==> config.mk <==
export PLATFORM = sky130hd
export DESIGN_NAME = apd_prot_ctrl
export DESIGN_NICKNAME = d
export VERILOG_FILES = /design/src/inc/apd_pkg.sv /design/src/hdl/apd_prot_ctrl.sv
export SDC_FILE = /design/constraint.sdc
export NUM_CORES = 1
export LEC_CHECK = 0
export BUFFER_PORTS_ARGS = -buffer_cell sky130_fd_sc_hd__buf_2
export CAP_MARGIN = 20
export CORE_MARGIN = 2
export CORE_UTILIZATION = 35
export CTS_CLUSTER_DIAMETER = 30
export CTS_CLUSTER_SIZE = 8
export DETAILED_ROUTE_END_ITERATION = 10
export HOLD_SLACK_MARGIN = 0.12
export PLACE_DENSITY_LB_ADDON = 0.05
export SETUP_SLACK_MARGIN = 0.2
export SYNTH_ARGS = -nofsm -noshare
export SYNTH_HDL_FRONTEND = slang
export SYNTH_SLANG_ARGS = --single-unit
==> constraint.sdc <==
create_clock -name ref_clk -period 6.59 [get_ports ref_clk]
set_clock_uncertainty 0.05 [all_clocks]
set_input_delay 0.659 -clock ref_clk [delete_from_list [all_inputs] [get_ports ref_clk]]
set_output_delay 0.659 -clock ref_clk [all_outputs]
set_load 0.05 [all_outputs]
==> src/inc/apd_pkg.sv <==
package apd_pkg;
  localparam int NCH = 2;
  localparam int CLK_MHZ = 20;
  // -------------------------------------------------------------------
  // timing
  // -------------------------------------------------------------------
  localparam int OC_MIN_US = 200;
  localparam int OC_MAX_US = 390;
  localparam int OC_CYC = OC_MIN_US * CLK_MHZ;
  localparam logic [11:0] OC_LAST = 12'(OC_CYC - 1);
  localparam int DIAG_PHASE_US = 100;
  localparam int DIAG_PHASE_CYC = DIAG_PHASE_US * CLK_MHZ;
  // -------------------------------------------------------------------
  // temperatures in degrees C
  // -------------------------------------------------------------------
  localparam int WARN_T0 = 125;
  localparam int WARN_STEP = 10;
  localparam int WARN_HYST = 10;
  localparam logic [7:0] OVERTEMP_SHUTDOWN_ON = 8'd155;
  localparam logic [7:0] OVERTEMP_SHUTDOWN_OFF = 8'd145;
  // -------------------------------------------------------------------
  // register map
  // -------------------------------------------------------------------
  localparam logic [7:0] ADR_FAULT = 8'h02;
  localparam logic [7:0] ADR_SUPPLY = 8'h03;
  localparam logic [7:0] ADR_THERM = 8'h04;
  localparam logic [7:0] ADR_CMD = 8'h08;
  localparam logic [7:0] ADR_DCDUR = 8'h09;
  localparam logic [7:0] ADR_SEL = 8'h0a;
  localparam logic [7:0] ADR_CHST = 8'h0c;
  localparam logic [7:0] ADR_DIAG0 = 8'h10;
  localparam logic [7:0] ADR_DIAG1 = 8'h11;
  localparam int THERM_LSB = 5;
  localparam int CMD_START = 0;
  localparam int CMD_TWEET = 1;
  localparam int CMD_DCSD = 2;
  localparam int CMD_FRST = 3;
  localparam int DG_REDUCED = 6;
  localparam int DG_DONE = 7;
  localparam logic [7:0] CHST_RST = 8'h00;
  localparam logic [1:0] SEL_RST = 2'h0;
  localparam logic [7:0] DCDUR_RST = 8'h10;
  typedef enum logic [1:0] {
    SEL_CLIP = 2'b00, SEL_WARN = 2'b01, SEL_BOTH = 2'b10, SEL_TWEET = 2'b11
  } apd_sel_e;
  typedef enum logic [1:0] {
    PH_GND = 2'b00, PH_SUP = 2'b01, PH_ACROSS = 2'b10, PH_OPEN = 2'b11
  } apd_phase_e;
  typedef enum logic {DS_IDLE = 1'b0, DS_RUN = 1'b1} apd_dstate_e;
  typedef struct packed {
    logic [NCH-1:0] oc_peak;
    logic [NCH-1:0] avg_over;
    logic [NCH-1:0] dc_off;
    logic [NCH-1:0] clip_full;
  } apd_det_s;
  typedef struct packed {
    logic uv_power_stage_supply;
    logic uv_analog_supply;
    logic uv_cp;
    logic ov;
    logic load_dump;
    logic por;
  } apd_sup_s;
endpackage : apd_pkg

==> src/hdl/apd_prot_ctrl.sv <==
`timescale 1ns/100ps
module apd_prot_ctrl #(
  parameter int DIAG_CYC = apd_pkg::DIAG_PHASE_CYC
) (
  input wire logic ref_clk,
  input wire logic rst_n,
  input wire logic [7:0] reg_addr,
  input wire logic reg_wr,
  input wire logic [7:0] reg_wdata,
  input wire logic reg_rd,
  output logic [7:0] reg_rdata,
  input wire apd_pkg::apd_det_s det,
  input wire apd_pkg::apd_sup_s sup,
  input wire logic [7:0] die_temp,
  input wire logic pwm_tick,
  input wire logic [apd_pkg::NCH-1:0] diag_hit,
  output logic [apd_pkg::NCH-1:0] pwm_cut,
  output logic [apd_pkg::NCH-1:0] ch_float,
  output logic [apd_pkg::NCH-1:0] diag_drive,
  output apd_pkg::apd_phase_e diag_phase,
  output logic fault_n,
  output logic clip_warn_output_n,
  output logic i2c_float
);
  localparam int N = apd_pkg::NCH;
  // -------------------------------------------------------------------
  // register writes
  // -------------------------------------------------------------------
  logic soft_rst;
  logic wr_cmd;
  logic start_req;
  logic frst;
  logic [7:0] chst;
  logic [1:0] sel;
  logic [7:0] dcdur;
  logic tweet_en;
  logic dcsd_en;
  logic overtemp_shutdown;
  logic overtemp_shutdown_q;
  // power-on reset and load dump wipe the setup; controller must reinit
  assign soft_rst = sup.por | sup.load_dump;
  assign wr_cmd = reg_wr && reg_addr == apd_pkg::ADR_CMD;
  assign start_req = wr_cmd && reg_wdata[apd_pkg::CMD_START];
  assign frst = wr_cmd && reg_wdata[apd_pkg::CMD_FRST];

  // channel play bits; overheating drops them so restart is explicit
  always_ff @(posedge ref_clk or negedge rst_n)
  begin
    if (!rst_n)
      chst <= apd_pkg::CHST_RST;
    else if (soft_rst || (overtemp_shutdown && !overtemp_shutdown_q))
      chst <= apd_pkg::CHST_RST;
    else if (reg_wr && reg_addr == apd_pkg::ADR_CHST)
      chst <= reg_wdata;
  end

  // setup registers
  always_ff @(posedge ref_clk or negedge rst_n)
  begin
    if (!rst_n)
    begin
      sel <= apd_pkg::SEL_RST;
      dcdur <= apd_pkg::DCDUR_RST;
      tweet_en <= 1'b0;
      dcsd_en <= 1'b0;
    end
    else if (soft_rst)
    begin
      sel <= apd_pkg::SEL_RST;
      dcdur <= apd_pkg::DCDUR_RST;
      tweet_en <= 1'b0;
      dcsd_en <= 1'b0;
    end
    else
    begin
      if (reg_wr && reg_addr == apd_pkg::ADR_SEL)
        sel <= reg_wdata[1:0];
      if (reg_wr && reg_addr == apd_pkg::ADR_DCDUR)
        dcdur <= reg_wdata;
      if (wr_cmd)
      begin
        tweet_en <= reg_wdata[apd_pkg::CMD_TWEET];
        dcsd_en <= reg_wdata[apd_pkg::CMD_DCSD];
      end
    end
  end

  // -------------------------------------------------------------------
  // thermal monitor
  // -------------------------------------------------------------------
  logic [2:0] warn;
  for (genvar g = 0; g < 3; g++)
  begin : g_warn
    localparam logic [7:0] ON = 8'(apd_pkg::WARN_T0 + g * apd_pkg::WARN_STEP);
    localparam logic [7:0] OFF = 8'(ON - apd_pkg::WARN_HYST);
    // each step sets at its threshold, clears once more than 10 below it
    always_ff @(posedge ref_clk or negedge rst_n)
    begin
      if (!rst_n)
        warn[g] <= 1'b0;
      else if (die_temp >= ON)
        warn[g] <= 1'b1;
      else if (die_temp < OFF)
        warn[g] <= 1'b0;
    end
  end

  // shutdown band: on at 155, released at 145
  always_ff @(posedge ref_clk or negedge rst_n)
  begin
    if (!rst_n)
    begin
      overtemp_shutdown <= 1'b0;
      overtemp_shutdown_q <= 1'b0;
    end
    else
    begin
      overtemp_shutdown_q <= overtemp_shutdown;
      if (die_temp >= apd_pkg::OVERTEMP_SHUTDOWN_ON)
        overtemp_shutdown <= 1'b1;
      else if (die_temp <= apd_pkg::OVERTEMP_SHUTDOWN_OFF)
        overtemp_shutdown <= 1'b0;
    end
  end

  // -------------------------------------------------------------------
  // overcurrent and dc offset detectors, one set per channel
  // -------------------------------------------------------------------
  logic [11:0] oc_cnt [N];
  logic [7:0] dc_cnt [N];
  logic [N-1:0] oc_hit;
  logic [N-1:0] dc_hit;
  for (genvar c = 0; c < N; c++)
  begin : g_ch
    // a peak must persist 200us; shorter ones are left to the limiter
    always_ff @(posedge ref_clk or negedge rst_n)
    begin
      if (!rst_n)
        oc_cnt[c] <= '0;
      else if (!det.oc_peak[c] || ch_float[c])
        oc_cnt[c] <= '0;
      else if (oc_cnt[c] != apd_pkg::OC_LAST)
        oc_cnt[c] <= oc_cnt[c] + 12'h0001;
    end
    assign oc_hit[c] = det.oc_peak[c] && oc_cnt[c] == apd_pkg::OC_LAST;

    // offset duration counted in switching periods
    always_ff @(posedge ref_clk or negedge rst_n)
    begin
      if (!rst_n)
        dc_cnt[c] <= '0;
      else if (!det.dc_off[c] || ch_float[c])
        dc_cnt[c] <= '0;
      else if (pwm_tick && dc_cnt[c] != dcdur)
        dc_cnt[c] <= dc_cnt[c] + 8'h01;
    end
    assign dc_hit[c] = det.dc_off[c] && dc_cnt[c] == dcdur;
  end

  // -------------------------------------------------------------------
  // fault record: set wins over the reset command
  // -------------------------------------------------------------------
  logic [N-1:0] flt_oc;
  logic [N-1:0] flt_dc;
  logic flt_ov;
  logic flt_ld;
  logic [2:0] uv;
  always_ff @(posedge ref_clk or negedge rst_n)
  begin
    if (!rst_n)
    begin
      flt_oc <= '0;
      flt_dc <= '0;
      flt_ov <= 1'b0;
      flt_ld <= 1'b0;
      uv <= 3'h0;
    end
    else
    begin
      flt_oc <= (frst ? '0 : flt_oc) | oc_hit;
      flt_dc <= (frst ? '0 : flt_dc) | (dc_hit & {N{dcsd_en}});
      flt_ov <= (!frst & flt_ov) | sup.ov;
      flt_ld <= (!frst & flt_ld) | sup.load_dump;
      uv <= (frst ? 3'h0 : uv) | {sup.uv_cp, sup.uv_analog_supply, sup.uv_power_stage_supply};
    end
  end

  // -------------------------------------------------------------------
  // load diagnostics
  // -------------------------------------------------------------------
  apd_pkg::apd_dstate_e ds;
  logic [15:0] dtim;
  logic reduced;
  logic [N-1:0] dmask;
  logic [3:0] dres [N];
  logic [N-1:0] ddone;
  logic phase_end;
  logic last_phase;
  assign phase_end = dtim == 16'(DIAG_CYC - 1);
  assign last_phase = reduced ? diag_phase == apd_pkg::PH_SUP
                              : diag_phase == apd_pkg::PH_OPEN;

  // started only while some output already floats
  always_ff @(posedge ref_clk or negedge rst_n)
  begin
    if (!rst_n)
    begin
      ds <= apd_pkg::DS_IDLE;
      dtim <= 16'h0000;
      reduced <= 1'b0;
      dmask <= '0;
      diag_phase <= apd_pkg::PH_GND;
    end
    else
    begin
      unique case (ds)
        apd_pkg::DS_IDLE:
          if (start_req && |ch_float && !soft_rst)
          begin
            ds <= apd_pkg::DS_RUN;
            dmask <= ch_float; // both at once when both float
            reduced <= !(&ch_float);
            dtim <= 16'h0000;
            diag_phase <= apd_pkg::PH_GND;
          end
        apd_pkg::DS_RUN:
          if (soft_rst)
            ds <= apd_pkg::DS_IDLE;
          else if (phase_end)
          begin
            dtim <= 16'h0000;
            if (last_phase)
              ds <= apd_pkg::DS_IDLE;
            else // fixed phase order
              diag_phase <= apd_pkg::apd_phase_e'(diag_phase + 2'b01);
          end
          else
            dtim <= dtim + 16'h0001;
      endcase
    end
  end

  // per-channel results, one bit per phase
  for (genvar c = 0; c < N; c++)
  begin : g_res
    always_ff @(posedge ref_clk or negedge rst_n)
    begin
      if (!rst_n)
      begin
        dres[c] <= 4'h0;
        ddone[c] <= 1'b0;
      end
      else if (ds == apd_pkg::DS_IDLE && start_req && ch_float[c])
      begin
        dres[c] <= 4'h0;
        ddone[c] <= 1'b0;
      end
      else if (ds == apd_pkg::DS_RUN && phase_end && dmask[c])
      begin
        dres[c][diag_phase] <= diag_hit[c];
        ddone[c] <= last_phase;
      end
    end
  end

  // -------------------------------------------------------------------
  // outputs toward the power stages and pins
  // -------------------------------------------------------------------
  logic [1:0] tw_cnt;
  logic tw_low;
  logic clip_any;
  logic any_flt;
  assign clip_any = |(det.clip_full & ~ch_float);
  assign tw_low = tweet_en && (|det.avg_over || tw_cnt != 2'h0);
  assign any_flt = |flt_oc || |flt_dc || flt_ov || flt_ld || |uv || overtemp_shutdown;

  // a test holds its channels afloat even if play is written meanwhile;
  // faults float the channels one clock after they are recorded
  always_ff @(posedge ref_clk or negedge rst_n)
  begin
    if (!rst_n)
    begin
      ch_float <= '1;
      diag_drive <= '0;
      pwm_cut <= '0;
      fault_n <= 1'b1;
      i2c_float <= 1'b0;
    end
    else
    begin
      ch_float <= ~chst[N-1:0] | flt_oc | flt_dc
                | {N{overtemp_shutdown | flt_ov | flt_ld | |uv}}
                | (dmask & {N{ds == apd_pkg::DS_RUN}});
      diag_drive <= dmask & {N{ds == apd_pkg::DS_RUN}};
      pwm_cut <= det.avg_over & ~ch_float;
      fault_n <= !any_flt;
      i2c_float <= sup.por;
    end
  end

  // tweeter stretch: reload on current limit, two ticks to run out,
  // so every low pulse spans at least one full switching period
  always_ff @(posedge ref_clk or negedge rst_n)
  begin
    if (!rst_n)
      tw_cnt <= 2'h0;
    else if (|det.avg_over)
      tw_cnt <= 2'h2;
    else if (pwm_tick && tw_cnt != 2'h0)
      tw_cnt <= tw_cnt - 2'h1;
  end

  // clip/warn pin source select
  always_ff @(posedge ref_clk or negedge rst_n)
  begin
    if (!rst_n)
      clip_warn_output_n <= 1'b1;
    else
    begin
      unique case (apd_pkg::apd_sel_e'(sel))
        apd_pkg::SEL_CLIP: clip_warn_output_n <= !clip_any;
        apd_pkg::SEL_WARN: clip_warn_output_n <= !warn[0];
        apd_pkg::SEL_BOTH: clip_warn_output_n <= !(clip_any || warn[0]);
        apd_pkg::SEL_TWEET: clip_warn_output_n <= !tw_low;
      endcase
    end
  end

  // -------------------------------------------------------------------
  // register reads, answered the cycle after the strobe
  // -------------------------------------------------------------------
  logic [7:0] rmux;
  always_comb
  begin
    rmux = 8'h00;
    unique case (reg_addr)
      apd_pkg::ADR_FAULT:
        rmux = {1'b0, flt_ld, flt_ov, overtemp_shutdown, flt_dc, flt_oc};
      apd_pkg::ADR_SUPPLY: rmux = {5'h00, uv};
      apd_pkg::ADR_THERM: rmux = {warn, 5'h00};
      apd_pkg::ADR_CMD: rmux = {5'h00, dcsd_en, tweet_en, ds};
      apd_pkg::ADR_DCDUR: rmux = dcdur;
      apd_pkg::ADR_SEL: rmux = {6'h00, sel};
      apd_pkg::ADR_CHST: rmux = chst;
      apd_pkg::ADR_DIAG0: rmux = {ddone[0], reduced, 2'h0, dres[0]};
      apd_pkg::ADR_DIAG1: rmux = {ddone[1], reduced, 2'h0, dres[1]};
      default: rmux = 8'h00;
    endcase
  end

  always_ff @(posedge ref_clk or negedge rst_n)
  begin
    if (!rst_n)
      reg_rdata <= 8'h00;
    else if (reg_rd)
      reg_rdata <= rmux;
  end
endmodule : apd_prot_ctrl

* Word-level counts from Yosys, hierarchy flattened *
Cells that the tools add are included.

storage, ports and cells
  logic and storage cells = 238
  output and inout port bits = 19
  register bits = 125

cells by class
  muxes and demuxes = 60
  bitwise logic cells = 22
  add/subtract/negate cells = 7
  magnitude comparators = 10
  reduce and logical (&&, ||, !) cells = 76
  equality and inequality tests = 27

operators with widths
  kind                                                                  count
  8-bit one-hot mux with 9 select lines                                 1
  8-bit two-way mux                                                     8
  12-bit two-way mux                                                    4
  16-bit two-way mux                                                    3
  8-bit by 4-bit == test with 1-bit output, second input constant       4
  16-bit one-hot mux with 2 select lines                                1
  2-bit nonzero test                                                    16
  12-bit by 1-bit adder with 12-bit output, second input constant       2
  12-bit == test, second input constant                                 2
  8-bit greater-or-equal comparator, second input constant              3
  1-bit logical AND                                                     24
  12-bit != test, second input constant                                 2
  1-bit two-way mux                                                     22
  2-bit two-way mux                                                     10
  16-bit by 1-bit adder with 16-bit output, second input constant       1
  8-bit by 1-bit adder with 8-bit output, second input constant         2
  16-bit by 11-bit == test with 1-bit output, second input constant     1
  8-bit by 2-bit == test with 1-bit output, second input constant       2
  8-bit by 5-bit == test with 1-bit output, second input constant       2
  8-bit == test                                                         2
  8-bit by 7-bit < comparator with 1-bit output, second input constant  2
  4-bit two-way mux                                                     4
  8-bit != test                                                         2
  1-bit logical NOT                                                     13
  other kinds (31)                                                      69

* Depth between registers and ports, before layout *
  depth in word-level cells = 7
  gate-level depth with buffers = 8
  gate-level depth less buffers = 6

* Worst setup path after synthesis *
OpenSTA, ideal clock, no wires.

  path kind = input to register
  from = in reg_addr[0]
  to = reg diag_phase[0]
  setup slack = 4289 ps
  stages on the path = 6
  arrival time = 2129 ps
  library setup time = 122 ps
  buffers on the path = 2
  path through = clkbuf_1 nor3_2 nand3_1 or3_1 clkbuf_1 a32o_1

between the ends
  longest elaborated chain between the ends = 7

ends and longest elaborated chain
  item                                      line                  RTL
  start, declared                           apd_prot_ctrl.sv:7    input wire logic [7:0] reg_addr,
  8-bit by 4-bit == test with 1-bit output  apd_prot_ctrl.sv:42   assign wr_cmd = reg_wr && reg_addr == apd_pkg::ADR_CMD;
  1-bit logical AND                         apd_prot_ctrl.sv:42
  1-bit logical AND                         apd_prot_ctrl.sv:43   assign start_req = wr_cmd && reg_wdata[apd_pkg::CMD_START];
  1-bit logical AND (2 in series)           apd_prot_ctrl.sv:218  if (start_req && |ch_float && !soft_rst)
  2-bit != test (no source line)            --
  4-bit AND reduction (no source line)      --
  end signal, assigned                      apd_prot_ctrl.sv:212  diag_phase <= apd_pkg::PH_GND;
  end signal, assigned                      apd_prot_ctrl.sv:224  diag_phase <= apd_pkg::PH_GND;
  end signal, assigned                      apd_prot_ctrl.sv:235  diag_phase <= apd_pkg::apd_phase_e'(diag_phase + 2'b01);
  end, declared                             apd_prot_ctrl.sv:20   output apd_pkg::apd_phase_e diag_phase,

No other way between the ends.
A chain may end at the register's enable or synchronous reset.

* Worst setup path in the final report *
  from = reg dtim[0]
  to = reg dtim[12]

between the ends
  longest elaborated chain between the ends = 4
  elaborated cells on any way between the ends = 5

ends and longest elaborated chain
  item                                                                                                           line                                        RTL
  start, declared                                                                                                apd_prot_ctrl.sv:192                        logic [15:0] dtim;
  start signal, assigned                                                                                         apd_prot_ctrl.sv:238                        dtim <= dtim + 16'h0001;
  16-bit by 1-bit adder with 16-bit output / 16-bit by 11-bit == test with 1-bit output (equally long branches)  apd_prot_ctrl.sv:238, apd_prot_ctrl.sv:199
  16-bit two-way mux (*)                                                                                         apd_prot_ctrl.sv:229                        else if (phase_end)
  16-bit two-way mux (*)                                                                                         apd_prot_ctrl.sv:227                        if (soft_rst)
  16-bit one-hot mux with 2 select lines (*)                                                                     apd_prot_ctrl.sv:216                        unique case (ds)

Every way passes the cells marked *; elsewhere a longest branch is shown, timed or not. The select of a mux whose other input is x is not followed.

==> results.md <==
- VDD sags by at most 168.1 uV.
- The count of max-cap constraint violations is 0.
- The die covers 19960 um^2.
- The compound-cell area share of the yosys netlist is 0.1193.
- The clock edge transition at the registers on the reported setup and hold paths is 0.06 ns.
- The number of buffers added by the clock tree synthesis step is 17.
- The total iterations of the first detailed-routing run is 4.
- The area of all placed cells without fillers is 7719 um^2.
- The routability congestion estimate from global placement is about 0.89.
- After synthesis the cells add up to around 6600 um^2.
- The tree is rooted in a clkbuf_16.
- The number of hold-repair buffers added at the cts stage is 0.
- The CTS tree is built.
- After synthesis the netlist holds a flip-flop and latch count of 125.
- The count of mapped cells out of synthesis is 696.
- After clock tree synthesis, the setup repair step added 0 buffers.
- Of the cells placed in the final design, the portion with a size suffix greater than 1 is 0.1512.
- The count of flip-flops with a built-in enable after synthesis is 0.
- The minimum clock period after layout is 2.898 ns.
- For this run, the top clock speed supported by timing is 345.1 MHz.
- For this run, the post-layout net count is 810.
- For this run, asynchronously set or reset flops after synthesis account for 1.000.
- Of the total synthesized cell area, the portion taken by AND, OR, NAND and NOR gates is 0.2417.
- The critical path in this run is classified as register to register.
- The final hold violation count is 0.
- The placed instances occupy a cell area of 7111 um^2.
- The period utilization is 0.4397.
- The maximum fanout encountered on the critical timing path is 19.
- Dividing the detail-routed wire length by the instance count gives between 15 and 20 um.
- After synthesis, the largest family of logic cells by area is simple AND/OR/NAND/NOR gates.
- Setup repair after global routing left no endpoint under its margin.
- Of the post-synthesis cell area, the part taken by muxes is 0.05995.
- The residual antenna-violating net count after detailed routing is 0.
- The area growth from synthesis to layout is 17.04%.
- Across every metal layer, demand over resource in global routing totals 0.1889.
- The initial antenna violation count is 1.
- Of the total synthesized cell area, the portion taken by XOR and XNOR cells is 0.05710.
- Counting every net in the synthesized netlist gives 751.
- The completed layout was analyzed and its total power is 0.001851 W.
- The number of buffers added on ports is 63.
- The floorplan row count is 50.
- The most used flip-flop cell after synthesis is dfrtp_1.
- 64 I/O pins were placed.
- The register area share after synthesis is 0.4752.
- The clock sink total is 125.
- The number of levels in the clock H-tree is 4.
- The reported leakage power is 3.290 nW.
- The area of combinational cells with multiple inputs is 3278 um^2.
- The count of filler cells inserted in the layout is ~1900.
- Once detailed placement completed, the half-perimeter wirelength came to 12970 um.
- The maximum number of pins on one net before global-route repair is 75.
- Final hold analysis gives a worst-case slack of 0.3308 ns.
- The wire length of the first global-routing pass is 29330 um.
- STA puts the critical path data arrival time at between 3 and 4 ns.
- Setup violations remaining at the end of the flow were counted as 0.
- Of the total synthesized cell area, the portion taken by full adders, half adders and majority gates is 0.01897.
- For the worst-skew pair, the clock arrives at the later sink with an insertion delay of 0.42 ns.
- The relative max-transition margin is 0.3613.
- The via count of the first global-routing pass was about 5300.
- In the routed layout, each cell is associated on average with a via count of 5.268.
- The DRC marker count from the first detailed-route iteration is approximately 270.
- Summed over all layers, the routed wires come to ~18000 um.
- The final number of max-transition violations is 0.
- In the final layout, flip-flops and latches occupy 3134 um^2.
- The count of instances resized after the clock tree is built is 0.
- For this run, design rule violations remaining after detail routing come to 0.
- The worst hold-check path type is input pin to asynchronous set/reset pin.
- Yosys mapped the design onto 66 distinct sky130hd cell types.
- The worst setup path is launched from a register.
- The number of warnings issued by yosys is 0.
- The total via count after detailed routing is 5273.
- In this run the standard cell core region covers ~19000 um^2.
- For this configuration, the core starts out at a cell density of 0.3549.
- The total overflow left after global routing is 0.
- The worst setup path is captured at a register.
- The flow ran to the end, and the final reports show no timing, DRC or antenna violations.
- The power density over cell area is approximately 240 nW/um^2.
- For the pin with the worst max-slew slack, the measured transition is 0.9581 ns.
- Summed over all failing endpoints, the final setup total negative slack is 0 ns.
- The number of antenna repair diodes is 0.
- The synthesized area per cell is 9.476 um^2.
- The maximum root-to-sink buffer count is 2.
- The chip width is 141.3 um.
- The required time of the critical path is 6.84 ns.
- The floorplan step set the die height to 141.3 um.
-- final cells by class --
class,instances,share of cell area
repair buffers,66,0.04377
well taps,234,0.03793
inverters,18,0.008753
clock buffers,18,0.05690
multi-input cells,527,0.4247
flip-flops and latches,125,0.4061
clock inverters,13,0.02188
-- registers in the layout, indices dropped and copies added, names as in the netlist, 3 cells and up --
| name | cells |
|---|---|
| oc_cnt | 24 |
| dc_cnt | 16 |
| dtim | 16 |
| chst | 8 |
| dcdur | 8 |
| dres | 8 |
| reg_rdata | 8 |
| uv | 3 |
| warn | 3 |
-- power by group --
part,switching (W),internal [W],total [W]
Sequential,0.00000923,0.000779,0.000788
Clock,0.000362,0.000604,0.000966
Combinational,0.0000675,0.0000302,0.0000977
-- cell families (layout without fill, tap and decap cells) --
family	after synthesis	after routing
adders and majority gates	10	10
AOI/OAI and AO/OA	120	120
and+or+nand+nor	315	315
muxes	39	39
buffers and inverters	44	115
xor gates and xnor gates	43	43
DFF	125	125
-- critical path, cell delays in order, from the launching register on --
cell     delay (ns)
dfrtp_1        0.44
ha_1           0.24
or4b_1         0.49
nor4_4         0.81
nor2b_1        0.39
or4b_2         0.31
mux2i_1        0.05
-- synth_stat cells, types with 5 or more instances --
master,count,share of area
nand2_1,77,0.044
inv_1,18,0.010
dfrtp_1,120,0.46
a22o_1,5,0.0066
and2_1,7,0.0066
nor2_1,83,0.047
nor2b_1,9,0.0085
dfstp_2,5,0.020
or4_1,7,0.0080
a21o_1,5,0.0057
clkbuf_1,22,0.013
nand3b_1,7,0.0080
ha_1,10,0.019
nor4_1,7,0.0066
o21ai_0,23,0.017
mux2i_1,35,0.053
nand3_1,39,0.030
xnor2_1,27,0.036
nor3_1,16,0.012
or3_1,12,0.011
a21oi_1,35,0.027
o211ai_1,8,0.0091
nand4_1,20,0.019
xor2_1,16,0.021
-- worst paths after layout --
check	from	endpoint	slack [ns]	cells past startpoint
min reg2reg	overtemp_shutdown	overtemp_shutdown_q	0.42	0
min in group ref_clk	sup[0]	i2c_float	0.33	1
max reg2reg	dtim[0]	dtim[12]	3.69	6
max in group asynchronous	rst_n	chst[3]	4.92	2
max	dtim[0]	dtim[12]	3.69	6
min	rst_n	dtim[7]	0.33	1
-- per-layer routing --
layer / vias up / GRT usage / wire length, um
li1: 2627 / - / -
met1: 2554 / 0.2567 / 8527
met2: 75 / 0.2994 / 8374
met3: 15 / 0.05231 / 787
met4: 2 / 0.04895 / 169
met5: - / 0 / 11
-- metrics by stage --
step | cells | util | setup slack [ns]
2_1_floorplan | 696 | - | 4.289
3_3_place_gp | 969 | 0.3824 | 3.749
3_5_place_dp | 970 | 0.3827 | 3.666
4_1_cts | 1001 | 0.4154 | 3.661
5_1_grt | 1001 | 0.4154 | 3.409
6_report | 1001 | 0.4154 | 3.692
-- layout by cell type, fill, tap and decap left out, types with 8 or more instances in the layout --
| cell type | synthesis | layout |
|---|---|---|
| dfrtp_1 | 120 | 120 |
| nor2_1 | 83 | 83 |
| nand2_1 | 77 | 77 |
| buf_2 | 2 | 63 |
| nand3_1 | 39 | 39 |
| a21oi_1 | 35 | 35 |
| mux2i_1 | 35 | 35 |
| xnor2_1 | 27 | 27 |
| o21ai_0 | 23 | 23 |
| nand4_1 | 20 | 20 |
| inv_1 | 18 | 18 |
| clkbuf_16 | 0 | 17 |
| xor2_1 | 16 | 16 |
| nor3_1 | 16 | 16 |
| or3_1 | 12 | 12 |
| ha_1 | 10 | 10 |
| nor2b_1 | 9 | 9 |
| o211ai_1 | 8 | 8 |
No activity file was read; power rests on OpenSTA's default activity.
